--- src/rs485_cfg_pkg.sv ---
// Operation
// - Link settings apply only after next power-on
// - Partial batch init keeps link settings
// - Full batch init restores link settings
// - Address sentinel -1 selects hardware switch
// - Bit-rate index, default four is 115200
// - Word order default: even high, big-endian
// - Parity setting, default even
// - Stop bits, default code zero, one bit
// - Reply waits transmission time, default 3 ms
// - Silent interval, zero means automatic
// - Alarm and response settings act immediately
// - Timeout alarm setting, zero disables monitoring
// - Error alarm threshold, default three
// - Error information threshold, default three
// - Error response mode, default exception reply
// - Thirty-two indirect slots, zero to thirty-one
// - Slot holds half address, lower word
// - Functions 03h/10h/17h on area use slot
package rs485_cfg_pkg;
    // Register word indices on the bus
    localparam logic [5:0] IDX_STATION = 6'h00;
    localparam logic [5:0] IDX_BAUD = 6'h01;
    localparam logic [5:0] IDX_ORDER = 6'h02;
    localparam logic [5:0] IDX_PARITY = 6'h03;
    localparam logic [5:0] IDX_STOP = 6'h04;
    localparam logic [5:0] IDX_TXWAIT = 6'h05;
    localparam logic [5:0] IDX_SILENT = 6'h06;
    localparam logic [5:0] IDX_TOALARM = 6'h07;
    localparam logic [5:0] IDX_ERRALARM = 6'h08;
    localparam logic [5:0] IDX_ERRINFO = 6'h09;
    localparam logic [5:0] IDX_ERRMODE = 6'h0a;
    localparam logic [5:0] IDX_MAINT = 6'h0b;
    localparam logic [5:0] IDX_STATUS = 6'h0c;
    localparam logic [5:0] IDX_ACTIVE = 6'h0d;
    localparam logic [5:0] IDX_SLOT0 = 6'h20;
    // Maintenance command codes
    localparam logic [1:0] CMD_BATCH = 2'h1;
    localparam logic [1:0] CMD_ALL = 2'h2;
    localparam logic [1:0] CMD_CLRALM = 2'h3;
    // Initial values
    localparam logic [15:0] STATION_RST = 16'hffff;
    localparam logic [3:0] BAUD_RST = 4'h4;
    localparam logic [1:0] ORDER_RST = 2'h0;
    localparam logic [1:0] PARITY_RST = 2'h1;
    localparam logic [1:0] STOP_RST = 2'h0;
    localparam logic [7:0] TXWAIT_RST = 8'h1e;
    localparam logic [7:0] SILENT_RST = 8'h00;
    localparam logic [7:0] TOALARM_RST = 8'h00;
    localparam logic [7:0] ERRALARM_RST = 8'h03;
    localparam logic [7:0] ERRINFO_RST = 8'h03;
    localparam logic ERRMODE_RST = 1'b1;
    // Automatic silent interval in 0.1 ms steps, slow and fast bit rates
    localparam logic [7:0] SILENT_AUTO_SLOW = 8'h28;
    localparam logic [7:0] SILENT_AUTO_FAST = 8'h12;
    localparam logic [3:0] BAUD_FAST_MIN = 4'h2;
    // Modbus function codes and address map
    localparam logic [7:0] FN_READ = 8'h03;
    localparam logic [7:0] FN_WRITE = 8'h10;
    localparam logic [7:0] FN_RDWR = 8'h17;
    localparam logic [15:0] ASSIGN_BASE = 16'h1200;
    localparam logic [15:0] AREA_BASE = 16'h1300;
    localparam int SLOTS = 32;
    // Time base
    localparam int CLK_HZ = 20_000_000;
    localparam int TICK_US = 100;
    localparam int TICK_CYCLES = (CLK_HZ / 1_000_000) * TICK_US;
    localparam logic [3:0] TICKS_PER_MS = 4'ha;
    localparam logic [1:0] BOOT_WAIT = 2'h3;
    // Slot assignments after initialization
    localparam logic [15:0] SLOT_RST [SLOTS] = '{
        16'h0240, 16'h0380, 16'h0300, 16'h0340, 16'h003e, 16'h0062, 16'h0067, 16'h006c,
        16'h003f, 16'h0040, 16'h007b, 16'h007c, 16'h00a3, 16'h009d, 16'h007f, 16'h007e,
        16'h00a0, 16'h00a1, 16'h00b8, 16'h00b9, 16'h00ba, 16'h00bb, 16'h00bc, 16'h00bd,
        16'h00be, 16'h00bf, 16'h0000, 16'h0000, 16'h0000, 16'h0000, 16'h0000, 16'h0000};
endpackage : rs485_cfg_pkg

--- src/sync_bits.sv ---
`timescale 1ns/1ps
`default_nettype none
module sync_bits #(
    parameter int W = 8
) (
    input wire logic clock,
    input wire logic rst,
    input wire logic [W-1:0] asyncIn,
    output logic [W-1:0] syncOut
);
    logic [W-1:0] meta_q;
    ////////////////////////////////////////////////////////////////////////
    // Two stages; the first is read by the second only
    always_ff @(posedge clock or posedge rst) begin
        if (rst) begin
            meta_q <= '0;
            syncOut <= '0;
        end else begin
            meta_q <= asyncIn;
            syncOut <= meta_q;
        end
    end
endmodule : sync_bits
`default_nettype wire

--- src/tick_gen.sv ---
`timescale 1ns/1ps
`default_nettype none
module tick_gen #(
    parameter int DIV = 2000
) (
    input wire logic clock,
    input wire logic rst,
    input wire logic restart,
    output logic tick
);
    logic [15:0] cnt_q, cnt_d;
    logic tick_d;
    ////////////////////////////////////////////////////////////////////////
    // Restart realigns the period so a delay starts exactly at the request
    always_comb begin
        tick_d = 1'b0;
        cnt_d = cnt_q + 16'h0001;
        if (restart) begin
            cnt_d = 16'h0000;
        end else if (cnt_q == 16'(DIV - 1)) begin
            cnt_d = 16'h0000;
            tick_d = 1'b1;
        end
    end
    always_ff @(posedge clock or posedge rst) begin
        if (rst) begin
            cnt_q <= 16'h0000;
            tick <= 1'b0;
        end else begin
            cnt_q <= cnt_d;
            tick <= tick_d;
        end
    end
endmodule : tick_gen
`default_nettype wire

--- src/rs485_slave_cfg.sv ---
// Chosen here: the register offsets and the Avalon-MM register port.
`timescale 1ns/1ps
`default_nettype none
module rs485_slave_cfg (
    input wire logic clock,
    input wire logic rst,
    input wire logic [5:0] address,
    input wire logic read,
    input wire logic write,
    input wire logic [31:0] writedata,
    output logic [31:0] readdata,
    output logic waitrequest,
    input wire logic [7:0] addrSwitch,
    input wire logic frameOk,
    input wire logic frameErr,
    input wire logic replyReq,
    output logic replyGo,
    input wire logic qValid,
    input wire logic [7:0] qFunc,
    input wire logic [15:0] qAddr,
    input wire logic [15:0] qData,
    output logic fwdValid,
    output logic [15:0] fwdAddr,
    output logic [7:0] fwdFunc,
    output logic fwdReject,
    output logic [7:0] linkAddr,
    output logic [3:0] linkBaud,
    output logic [1:0] linkOrder,
    output logic [1:0] linkParity,
    output logic [1:0] linkStop,
    output logic [7:0] linkSilent,
    output logic timeoutAlarm,
    output logic errAlarm,
    output logic errInfo,
    output logic exceptMode
);
    // Stored and active configuration
    logic [15:0] station_q, station_d;
    logic [3:0] baud_q, baud_d;
    logic [1:0] order_q, order_d, parity_q, parity_d, stop_q, stop_d;
    logic [7:0] txWait_q, txWait_d, silent_q, silent_d;
    logic [7:0] toSet_q, toSet_d, errThr_q, errThr_d, infoThr_q, infoThr_d;
    localparam int SLOTS = rs485_cfg_pkg::SLOTS;
    logic errMode_q, errMode_d;
    logic [15:0] slot_q [SLOTS];
    logic [15:0] slot_d [SLOTS];
    logic [31:0] rdata_d;
    logic wait_d, clrAlm;
    logic [1:0] boot_q, boot_d;
    logic [7:0] linkAddr_d, linkSilent_d, activeWait_q, activeWait_d;
    logic [3:0] linkBaud_d;
    logic [1:0] linkOrder_d, linkParity_d, linkStop_d;
    logic [7:0] swSync;
    logic tick, replyTick;
    // Declared up here because the status read-back uses them
    logic [7:0] errCnt_q, errCnt_d, toMs_q, toMs_d;

    sync_bits #(.W(8)) uSwitch (
        .clock(clock),
        .rst(rst),
        .asyncIn(addrSwitch),
        .syncOut(swSync)
    );
    tick_gen #(.DIV(rs485_cfg_pkg::TICK_CYCLES)) uFreeTick (
        .clock(clock),
        .rst(rst),
        .restart(1'b0),
        .tick(tick)
    );
    tick_gen #(.DIV(rs485_cfg_pkg::TICK_CYCLES)) uReplyTick (
        .clock(clock),
        .rst(rst),
        .restart(replyReq),
        .tick(replyTick)
    );

    ////////////////////////////////////////////////////////////////////////
    // Bus slave: waitrequest drops for one cycle, write lands at that edge
    always_comb begin
        logic wrHit;
        logic [1:0] cmd;
        wrHit = write && !waitrequest;
        cmd = writedata[1:0];
        wait_d = !((read || write) && waitrequest);
        station_d = station_q;
        baud_d = baud_q;
        order_d = order_q;
        parity_d = parity_q;
        stop_d = stop_q;
        txWait_d = txWait_q;
        silent_d = silent_q;
        toSet_d = toSet_q;
        errThr_d = errThr_q;
        infoThr_d = infoThr_q;
        errMode_d = errMode_q;
        slot_d = slot_q;
        clrAlm = 1'b0;
        if (wrHit) begin
            case (address)
                rs485_cfg_pkg::IDX_STATION: station_d = writedata[15:0];
                rs485_cfg_pkg::IDX_BAUD: baud_d = writedata[3:0];
                rs485_cfg_pkg::IDX_ORDER: order_d = writedata[1:0];
                rs485_cfg_pkg::IDX_PARITY: parity_d = writedata[1:0];
                rs485_cfg_pkg::IDX_STOP: stop_d = writedata[1:0];
                rs485_cfg_pkg::IDX_TXWAIT: txWait_d = writedata[7:0];
                rs485_cfg_pkg::IDX_SILENT: silent_d = writedata[7:0];
                rs485_cfg_pkg::IDX_TOALARM: toSet_d = writedata[7:0];
                rs485_cfg_pkg::IDX_ERRALARM: errThr_d = writedata[7:0];
                rs485_cfg_pkg::IDX_ERRINFO: infoThr_d = writedata[7:0];
                rs485_cfg_pkg::IDX_ERRMODE: errMode_d = writedata[0];
                rs485_cfg_pkg::IDX_MAINT: begin
                    // Batch init leaves link settings alone, full init restores them
                    if (cmd == rs485_cfg_pkg::CMD_BATCH || cmd == rs485_cfg_pkg::CMD_ALL) begin
                        toSet_d = rs485_cfg_pkg::TOALARM_RST;
                        errThr_d = rs485_cfg_pkg::ERRALARM_RST;
                        infoThr_d = rs485_cfg_pkg::ERRINFO_RST;
                        errMode_d = rs485_cfg_pkg::ERRMODE_RST;
                        slot_d = rs485_cfg_pkg::SLOT_RST;
                    end
                    if (cmd == rs485_cfg_pkg::CMD_ALL) begin
                        station_d = rs485_cfg_pkg::STATION_RST;
                        baud_d = rs485_cfg_pkg::BAUD_RST;
                        order_d = rs485_cfg_pkg::ORDER_RST;
                        parity_d = rs485_cfg_pkg::PARITY_RST;
                        stop_d = rs485_cfg_pkg::STOP_RST;
                        txWait_d = rs485_cfg_pkg::TXWAIT_RST;
                        silent_d = rs485_cfg_pkg::SILENT_RST;
                    end
                    clrAlm = (cmd == rs485_cfg_pkg::CMD_CLRALM);
                end
                default: begin
                    if (address[5]) begin
                        slot_d[address[4:0]] = writedata[15:0];
                    end
                end
            endcase
        end
        // Slot writes arriving from the link: lower word only
        if (qValid && qFunc != rs485_cfg_pkg::FN_READ && qAddr[15:6] == rs485_cfg_pkg::ASSIGN_BASE[15:6]
                && qAddr[0]) begin
            slot_d[qAddr[5:1]] = qData;
        end
        rdata_d = 32'h0000_0000;
        case (address)
            rs485_cfg_pkg::IDX_STATION: rdata_d = {16'h0000, station_q};
            rs485_cfg_pkg::IDX_BAUD: rdata_d = {28'h0, baud_q};
            rs485_cfg_pkg::IDX_ORDER: rdata_d = {30'h0, order_q};
            rs485_cfg_pkg::IDX_PARITY: rdata_d = {30'h0, parity_q};
            rs485_cfg_pkg::IDX_STOP: rdata_d = {30'h0, stop_q};
            rs485_cfg_pkg::IDX_TXWAIT: rdata_d = {24'h0, txWait_q};
            rs485_cfg_pkg::IDX_SILENT: rdata_d = {24'h0, silent_q};
            rs485_cfg_pkg::IDX_TOALARM: rdata_d = {24'h0, toSet_q};
            rs485_cfg_pkg::IDX_ERRALARM: rdata_d = {24'h0, errThr_q};
            rs485_cfg_pkg::IDX_ERRINFO: rdata_d = {24'h0, infoThr_q};
            rs485_cfg_pkg::IDX_ERRMODE: rdata_d = {31'h0, errMode_q};
            rs485_cfg_pkg::IDX_STATUS: rdata_d = {errCnt_q, toMs_q, 13'h0, errInfo, errAlarm,
                timeoutAlarm};
            rs485_cfg_pkg::IDX_ACTIVE: rdata_d = {linkAddr, linkSilent, 4'h0, linkBaud,
                2'h0, linkOrder, linkParity, linkStop};
            default: rdata_d = address[5] ? {16'h0000, slot_q[address[4:0]]} : 32'h0000_0000;
        endcase
    end
    always_ff @(posedge clock or posedge rst) begin
        if (rst) begin
            waitrequest <= 1'b1;
            readdata <= 32'h0000_0000;
            station_q <= rs485_cfg_pkg::STATION_RST;
            baud_q <= rs485_cfg_pkg::BAUD_RST;
            order_q <= rs485_cfg_pkg::ORDER_RST;
            parity_q <= rs485_cfg_pkg::PARITY_RST;
            stop_q <= rs485_cfg_pkg::STOP_RST;
            txWait_q <= rs485_cfg_pkg::TXWAIT_RST;
            silent_q <= rs485_cfg_pkg::SILENT_RST;
            toSet_q <= rs485_cfg_pkg::TOALARM_RST;
            errThr_q <= rs485_cfg_pkg::ERRALARM_RST;
            infoThr_q <= rs485_cfg_pkg::ERRINFO_RST;
            errMode_q <= rs485_cfg_pkg::ERRMODE_RST;
            slot_q <= rs485_cfg_pkg::SLOT_RST;
        end else begin
            waitrequest <= wait_d;
            readdata <= rdata_d;
            station_q <= station_d;
            baud_q <= baud_d;
            order_q <= order_d;
            parity_q <= parity_d;
            stop_q <= stop_d;
            txWait_q <= txWait_d;
            silent_q <= silent_d;
            toSet_q <= toSet_d;
            errThr_q <= errThr_d;
            infoThr_q <= infoThr_d;
            errMode_q <= errMode_d;
            slot_q <= slot_d;
        end
    end

    ////////////////////////////////////////////////////////////////////////
    // Power-on latch: waits until the switch synchroniser has settled
    always_comb begin
        logic latch;
        latch = (boot_q == rs485_cfg_pkg::BOOT_WAIT - 2'h1);
        boot_d = (boot_q == rs485_cfg_pkg::BOOT_WAIT) ? boot_q : boot_q + 2'h1;
        linkAddr_d = linkAddr;
        linkBaud_d = linkBaud;
        linkOrder_d = linkOrder;
        linkParity_d = linkParity;
        linkStop_d = linkStop;
        linkSilent_d = linkSilent;
        activeWait_d = activeWait_q;
        if (latch) begin
            linkAddr_d = (station_q == rs485_cfg_pkg::STATION_RST) ? swSync
                : station_q[7:0];
            linkBaud_d = baud_q;
            linkOrder_d = order_q;
            linkParity_d = parity_q;
            linkStop_d = stop_q;
            activeWait_d = txWait_q;
            // Zero asks for the interval derived from the bit rate
            if (silent_q != 8'h00) begin
                linkSilent_d = silent_q;
            end else if (baud_q < rs485_cfg_pkg::BAUD_FAST_MIN) begin
                linkSilent_d = rs485_cfg_pkg::SILENT_AUTO_SLOW;
            end else begin
                linkSilent_d = rs485_cfg_pkg::SILENT_AUTO_FAST;
            end
        end
    end
    always_ff @(posedge clock or posedge rst) begin
        if (rst) begin
            boot_q <= 2'h0;
            linkAddr <= 8'h00;
            linkBaud <= rs485_cfg_pkg::BAUD_RST;
            linkOrder <= rs485_cfg_pkg::ORDER_RST;
            linkParity <= rs485_cfg_pkg::PARITY_RST;
            linkStop <= rs485_cfg_pkg::STOP_RST;
            linkSilent <= rs485_cfg_pkg::SILENT_AUTO_FAST;
            activeWait_q <= rs485_cfg_pkg::TXWAIT_RST;
        end else begin
            boot_q <= boot_d;
            linkAddr <= linkAddr_d;
            linkBaud <= linkBaud_d;
            linkOrder <= linkOrder_d;
            linkParity <= linkParity_d;
            linkStop <= linkStop_d;
            linkSilent <= linkSilent_d;
            activeWait_q <= activeWait_d;
        end
    end

    ////////////////////////////////////////////////////////////////////////
    // Error counting and alarms; detection beats a clear in the same cycle
    logic [3:0] msDiv_q, msDiv_d;
    logic toAlm_d, errAlm_d, info_d;
    always_comb begin
        msDiv_d = msDiv_q;
        toMs_d = toMs_q;
        if (frameOk) begin
            msDiv_d = 4'h0;
            toMs_d = 8'h00;
        end else if (tick) begin
            msDiv_d = (msDiv_q == rs485_cfg_pkg::TICKS_PER_MS - 4'h1) ? 4'h0 : msDiv_q + 4'h1;
            if (msDiv_q == rs485_cfg_pkg::TICKS_PER_MS - 4'h1 && toMs_q != 8'hff) begin
                toMs_d = toMs_q + 8'h01;
            end
        end
        errCnt_d = frameOk ? 8'h00 : errCnt_q;
        if (frameErr && errCnt_q != 8'hff) begin
            errCnt_d = errCnt_q + 8'h01;
        end
        toAlm_d = (timeoutAlarm && !clrAlm) || (toSet_q != 8'h00 && toMs_q >= toSet_q);
        errAlm_d = (errAlarm && !clrAlm) || (errThr_q != 8'h00 && errCnt_q >= errThr_q);
        info_d = (errInfo && !clrAlm) || (infoThr_q != 8'h00 && errCnt_q >= infoThr_q);
    end
    always_ff @(posedge clock or posedge rst) begin
        if (rst) begin
            msDiv_q <= 4'h0;
            toMs_q <= 8'h00;
            errCnt_q <= 8'h00;
            timeoutAlarm <= 1'b0;
            errAlarm <= 1'b0;
            errInfo <= 1'b0;
            exceptMode <= rs485_cfg_pkg::ERRMODE_RST;
        end else begin
            msDiv_q <= msDiv_d;
            toMs_q <= toMs_d;
            errCnt_q <= errCnt_d;
            timeoutAlarm <= toAlm_d;
            errAlarm <= errAlm_d;
            errInfo <= info_d;
            exceptMode <= errMode_q;
        end
    end

    ////////////////////////////////////////////////////////////////////////
    // Reply delay counted in 0.1 ms steps from the request
    logic [7:0] waitCnt_q, waitCnt_d;
    logic waiting_q, waiting_d, go_d;
    always_comb begin
        waitCnt_d = waitCnt_q;
        waiting_d = waiting_q;
        go_d = 1'b0;
        if (replyReq) begin
            waitCnt_d = activeWait_q;
            waiting_d = (activeWait_q != 8'h00);
            go_d = (activeWait_q == 8'h00);
        end else if (waiting_q && replyTick) begin
            waitCnt_d = waitCnt_q - 8'h01;
            if (waitCnt_q == 8'h01) begin
                waiting_d = 1'b0;
                go_d = 1'b1;
            end
        end
    end
    always_ff @(posedge clock or posedge rst) begin
        if (rst) begin
            waitCnt_q <= 8'h00;
            waiting_q <= 1'b0;
            replyGo <= 1'b0;
        end else begin
            waitCnt_q <= waitCnt_d;
            waiting_q <= waiting_d;
            replyGo <= go_d;
        end
    end

    ////////////////////////////////////////////////////////////////////////
    // Query address translation; a slot area goes to twice its assignment
    always_ff @(posedge clock or posedge rst) begin
        if (rst) begin
            fwdValid <= 1'b0;
            fwdAddr <= 16'h0000;
            fwdFunc <= 8'h00;
            fwdReject <= 1'b0;
        end else begin
            fwdValid <= qValid;
            fwdFunc <= qFunc;
            fwdAddr <= qAddr;
            fwdReject <= 1'b0;
            if (qValid && qAddr[15:6] == rs485_cfg_pkg::AREA_BASE[15:6]) begin
                fwdAddr <= {slot_q[qAddr[5:1]][14:0], qAddr[0]};
                fwdReject <= !(qFunc == rs485_cfg_pkg::FN_READ || qFunc == rs485_cfg_pkg::FN_WRITE
                    || qFunc == rs485_cfg_pkg::FN_RDWR);
            end
        end
    end
endmodule : rs485_slave_cfg
`default_nettype wire

--- config.mk ---
export PLATFORM = sky130hd
export DESIGN_NAME = rs485_slave_cfg
export DESIGN_NICKNAME = d
export VERILOG_FILES = /design/src/rs485_cfg_pkg.sv /design/src/sync_bits.sv /design/src/tick_gen.sv /design/src/rs485_slave_cfg.sv
export SDC_FILE = /design/constraint.sdc
export NUM_CORES = 2
export LEC_CHECK = 0
export BUFFER_PORTS_ARGS = -buffer_cell sky130_fd_sc_hd__buf_2
export CORE_MARGIN = 2
export CORE_UTILIZATION = 50
export DETAILED_ROUTE_END_ITERATION = 12
export GPL_TIMING_DRIVEN = 1
export HOLD_SLACK_MARGIN = 0.12
export PLACE_DENSITY = 0.77
export SLEW_MARGIN = 5
export SYNTH_ARGS = -nofsm -noshare
export SYNTH_HDL_FRONTEND = slang
export SYNTH_SLANG_ARGS = --single-unit
--- constraint.sdc ---
create_clock -name clock -period 71.4 [get_ports clock]
set_input_delay 14.28 -clock clock [delete_from_list [all_inputs] [get_ports clock]]
set_output_delay 14.28 -clock clock [all_outputs]
set_load 0.02 [all_outputs]
==> impl_metrics.env <==
export IMPL_power_ir_vdd_worst_mv=0.01717
export IMPL_timing_hold_worst_endpoint="uSwitch.syncOut[0]"
export IMPL_r2r_end="slot_q[233]"
export IMPL_totalWireLength_mm=155.7
export IMPL_setup_reg_to_reg_worst_slack_ps=68160
export IMPL_post_cts_resize_count=0
export IMPL_timing_setup_critical_path_class="in -> reg"
export IMPL_drtAntennaViolNets=0
export IMPL_wire_length_of_the_first_global_routing_pass_mm=230.6
export IMPL_timing_final_hold_violations=0
export IMPL_post_drt_wl_per_cell_um=31.38
export IMPL_post_synth_inst_count=3879
export IMPL_slew_headroom=0.1084
export IMPL_initial_utilization=0.5023
export IMPL_gr_total_overflow=0
export IMPL_worstPathRequired_ps=71890
export IMPL_clk_root_buffer_cell="sky130_fd_sc_hd__clkbuf_16"
export IMPL_fmax_mhz=55.00
export IMPL_design_core_area_um2=83290
export IMPL_timing_worst_slew_pin_value_ps=1332
export IMPL_die_h_um=293.3
export IMPL_track_usage=0.3564
export IMPL_timing_final_crit_period_ps=18180
export IMPL_remaining_drc_errors=0
export IMPL_viasPerCell=7.561
export IMPL_slew_violations=0
export IMPL_synth_cell_area_um2=41840
export IMPL_detailedRoute_firstPassIterationCount=9
export IMPL_hold_class="reg -> reg"
export IMPL_cts_clk_slew_worst_paths_ps=60
export IMPL_grt_antenna_before_repair=5
export IMPL_final_setup_tns_ps=0
export IMPL_postSynthNetCount=4009
export IMPL_drive_gt1_frac=0.2346
export IMPL_fillerInstances=6908
export IMPL_detail_route_iter0_violations=6558
export IMPL_synthesis_area_per_instance_um2=10.79
export IMPL_async_reset_ff_frac=1.000
export IMPL_htreeDepth=3
export IMPL_synth_distinct_cells=86
export IMPL_worstPathArrival_ps=18670
export IMPL_crit_path_max_fanout=45
export IMPL_dieArea_um2=86000
export IMPL_areaGrowthSynthToFinish_pct=10.61
export IMPL_clock_sink_count=758
export IMPL_place_port_buffers=167
export IMPL_synth_yosys_seq_area_share=0.4580
export IMPL_post_cts_repair_setup_buffers=0
export IMPL_cts_hold_repair_buffers=0
export IMPL_synth_edff_count=0
export IMPL_ioPinCount=184
export IMPL_vias_in_the_first_global_route=35570
export IMPL_routabilityCongestion=1.010
export IMPL_max_cap_viol_count=0
export IMPL_setup_worst_path_start_class="primary input"
export IMPL_grt_start_max_net_pins=160
export IMPL_count_of_nets_after_finishing=3938
export IMPL_min_from="uSwitch.meta_q[0]"
export IMPL_synthesis_yosys_warnings=0
export IMPL_max_clock_path_buffers=3
export IMPL_ff2ff_path_depth=6
export IMPL_clock_skew_final_ps=55.99
export IMPL_numCtsBuffers=84
export IMPL_route_vias_total=37510
export IMPL_floorplan_die_width_um=293.3
export IMPL_finalWorstSetupSlack_ps=53220
export IMPL_power_density_nw_per_um2=22.63
export IMPL_clk_insertion_delay_late_ps=700
export IMPL_setup_worst_path_end_class="register"
export IMPL_rsz0062_at_grt="false"
export IMPL_whs_path_depth=0
export IMPL_r2r_start="waitrequest"
export IMPL_power_leakage_uw=0.01855
export IMPL_report_final_setup_viol=0
export IMPL_critical_path_startpoint="address[1]"
export IMPL_placement_setup_worst_slack_ps=52850
export IMPL_run_status="completed"
export IMPL_yosys_register_bits=758
export IMPL_place_hpwl_mm=102.6
export IMPL_post_route_period_util=0.2547
export IMPL_cts_tree="done"
export IMPL_synthFlopType="sky130_fd_sc_hd__dfrtp_1"
export IMPL_std_cell_rows=106
[metal layers]
metal,vias up,wire length [um],track usage,part of all wire
li1,14940,-,-,-
met1,18340,54060,0.4560,0.35
met2,3447,65760,0.5083,0.42
met3,788,22950,0.1277,0.15
met4,4,12890,0.2402,0.083
met5,-,23,0,0.00015
[placed cells by master, fill, tap and decap left out, drive strengths merged, types with 37 or more instances in the layout]
cell type,count
mux4,221
nor4,51
o22ai,83
dfrtp,605
a22o,37
mux2i,75
clkbuf,109
buf,260
a21oi,361
inv,68
a22oi,188
nand3,51
a221oi,305
mux2,38
dfstp,153
nand2,366
o21ai,326
a21o,45
nor2,141
[cell usage after synthesis, drive strengths merged (45+ instances only)]
| cell | n | area share |
|---|---|---|
| a21o | 45 | 0.0081 |
| a21oi | 361 | 0.044 |
| a221oi | 305 | 0.064 |
| a22oi | 188 | 0.034 |
| buf | 122 | 0.016 |
| clkbuf | 297 | 0.027 |
| dfrtp | 605 | 0.36 |
| dfstp | 153 | 0.096 |
| inv | 62 | 0.0056 |
| mux2i | 75 | 0.018 |
| mux4 | 221 | 0.12 |
| nand2 | 366 | 0.033 |
| nand3 | 51 | 0.0064 |
| nor2 | 141 | 0.013 |
| nor4 | 51 | 0.015 |
| o21ai | 326 | 0.039 |
| o22ai | 83 | 0.012 |
[state kept, by name (all words and copies together), names as in the netlist, 16 cells and up]
| signal | count |
|---|---|
| slot_q | 512 |
| readdata | 32 |
| fwdAddr | 16 |
| station_q | 16 |
| uFreeTick.cnt_q | 16 |
| uReplyTick.cnt_q | 16 |
[cells by family (layout without fill, tap and decap cells)]
logic type      after synthesis  in the layout  share of synthesized area
compound gates             1464           1464                     0.2335
xor+xnor                     43             43                   0.009002
fa+ha+maj                    36             36                    0.01077
buf+inv                     482            477                    0.04809
flops                       758            758                     0.4580
mux                         334            334                     0.1471
other cells                   0              7                          0
simple gates                762            762                    0.09355
[worst max-delay path by stage]
| stage | end | cells after the start | slack [ps] |
|---|---|---|---|
| floorplan | activeWait_q[0] | 1 | 36100 |
| global placement | slot_q[303] | 8 | 52940 |
| detailed placement | slot_q[298] | 8 | 52850 |
| CTS | slot_q[302] | 8 | 53560 |
| global route | slot_q[303] | 8 | 53140 |
| finish | slot_q[233] | 9 | 53220 |
[final cells by class]
cell class	count	area (um^2)	share of cell area
multi-input cells	2639	20890	0.4515
flip-flops and latches	758	19160	0.4141
clock buffers	107	2318	0.05010
repair buffers	262	1599	0.03456
well taps	1080	1351	0.02920
clock inverters	45	693.2	0.01498
inverters	63	244.0	0.005273
diodes	7	17.52	0.0003786
[critical path: stages]
cell                       delay [ps]
sky130_fd_sc_hd__buf_4            510
sky130_fd_sc_hd__buf_4            610
sky130_fd_sc_hd__buf_4            700
sky130_fd_sc_hd__nand4b_2         290
sky130_fd_sc_hd__a31oi_2          830
sky130_fd_sc_hd__o21ai_0          540
sky130_fd_sc_hd__buf_4            360
sky130_fd_sc_hd__a221oi_1         300
sky130_fd_sc_hd__a21oi_1           80
[report_power, final]
part / leakage [uW] / switching, uW / internal (uW) / total, uW
Combinational: 0.00727 / 82.1 / 33.8 / 116
Sequential: 0.00983 / 13.2 / 445 / 458
Clock: 0.00146 / 198 / 274 / 473
Total: 0.0186 / 294 / 753 / 1050
[stage by stage]
stage / util / total power (uW) / cells / area (um^2) / hold slack, ps
global route: 0.5554 / 1072 / 4955 / 46260 / 333.0
CTS: 0.5553 / 1041 / 4953 / 46250 / 326.3
finish: 0.5556 / 1047 / 4961 / 46270 / 336.5
global placement: 0.5191 / 573.1 / 4801 / 43240 / 334.4
detailed placement: 0.5191 / 575.4 / 4801 / 43240 / 334.7
floorplan: - / 532.9 / 3879 / 41840 / 331.2
No activity file was read; power rests on OpenSTA's default activity.
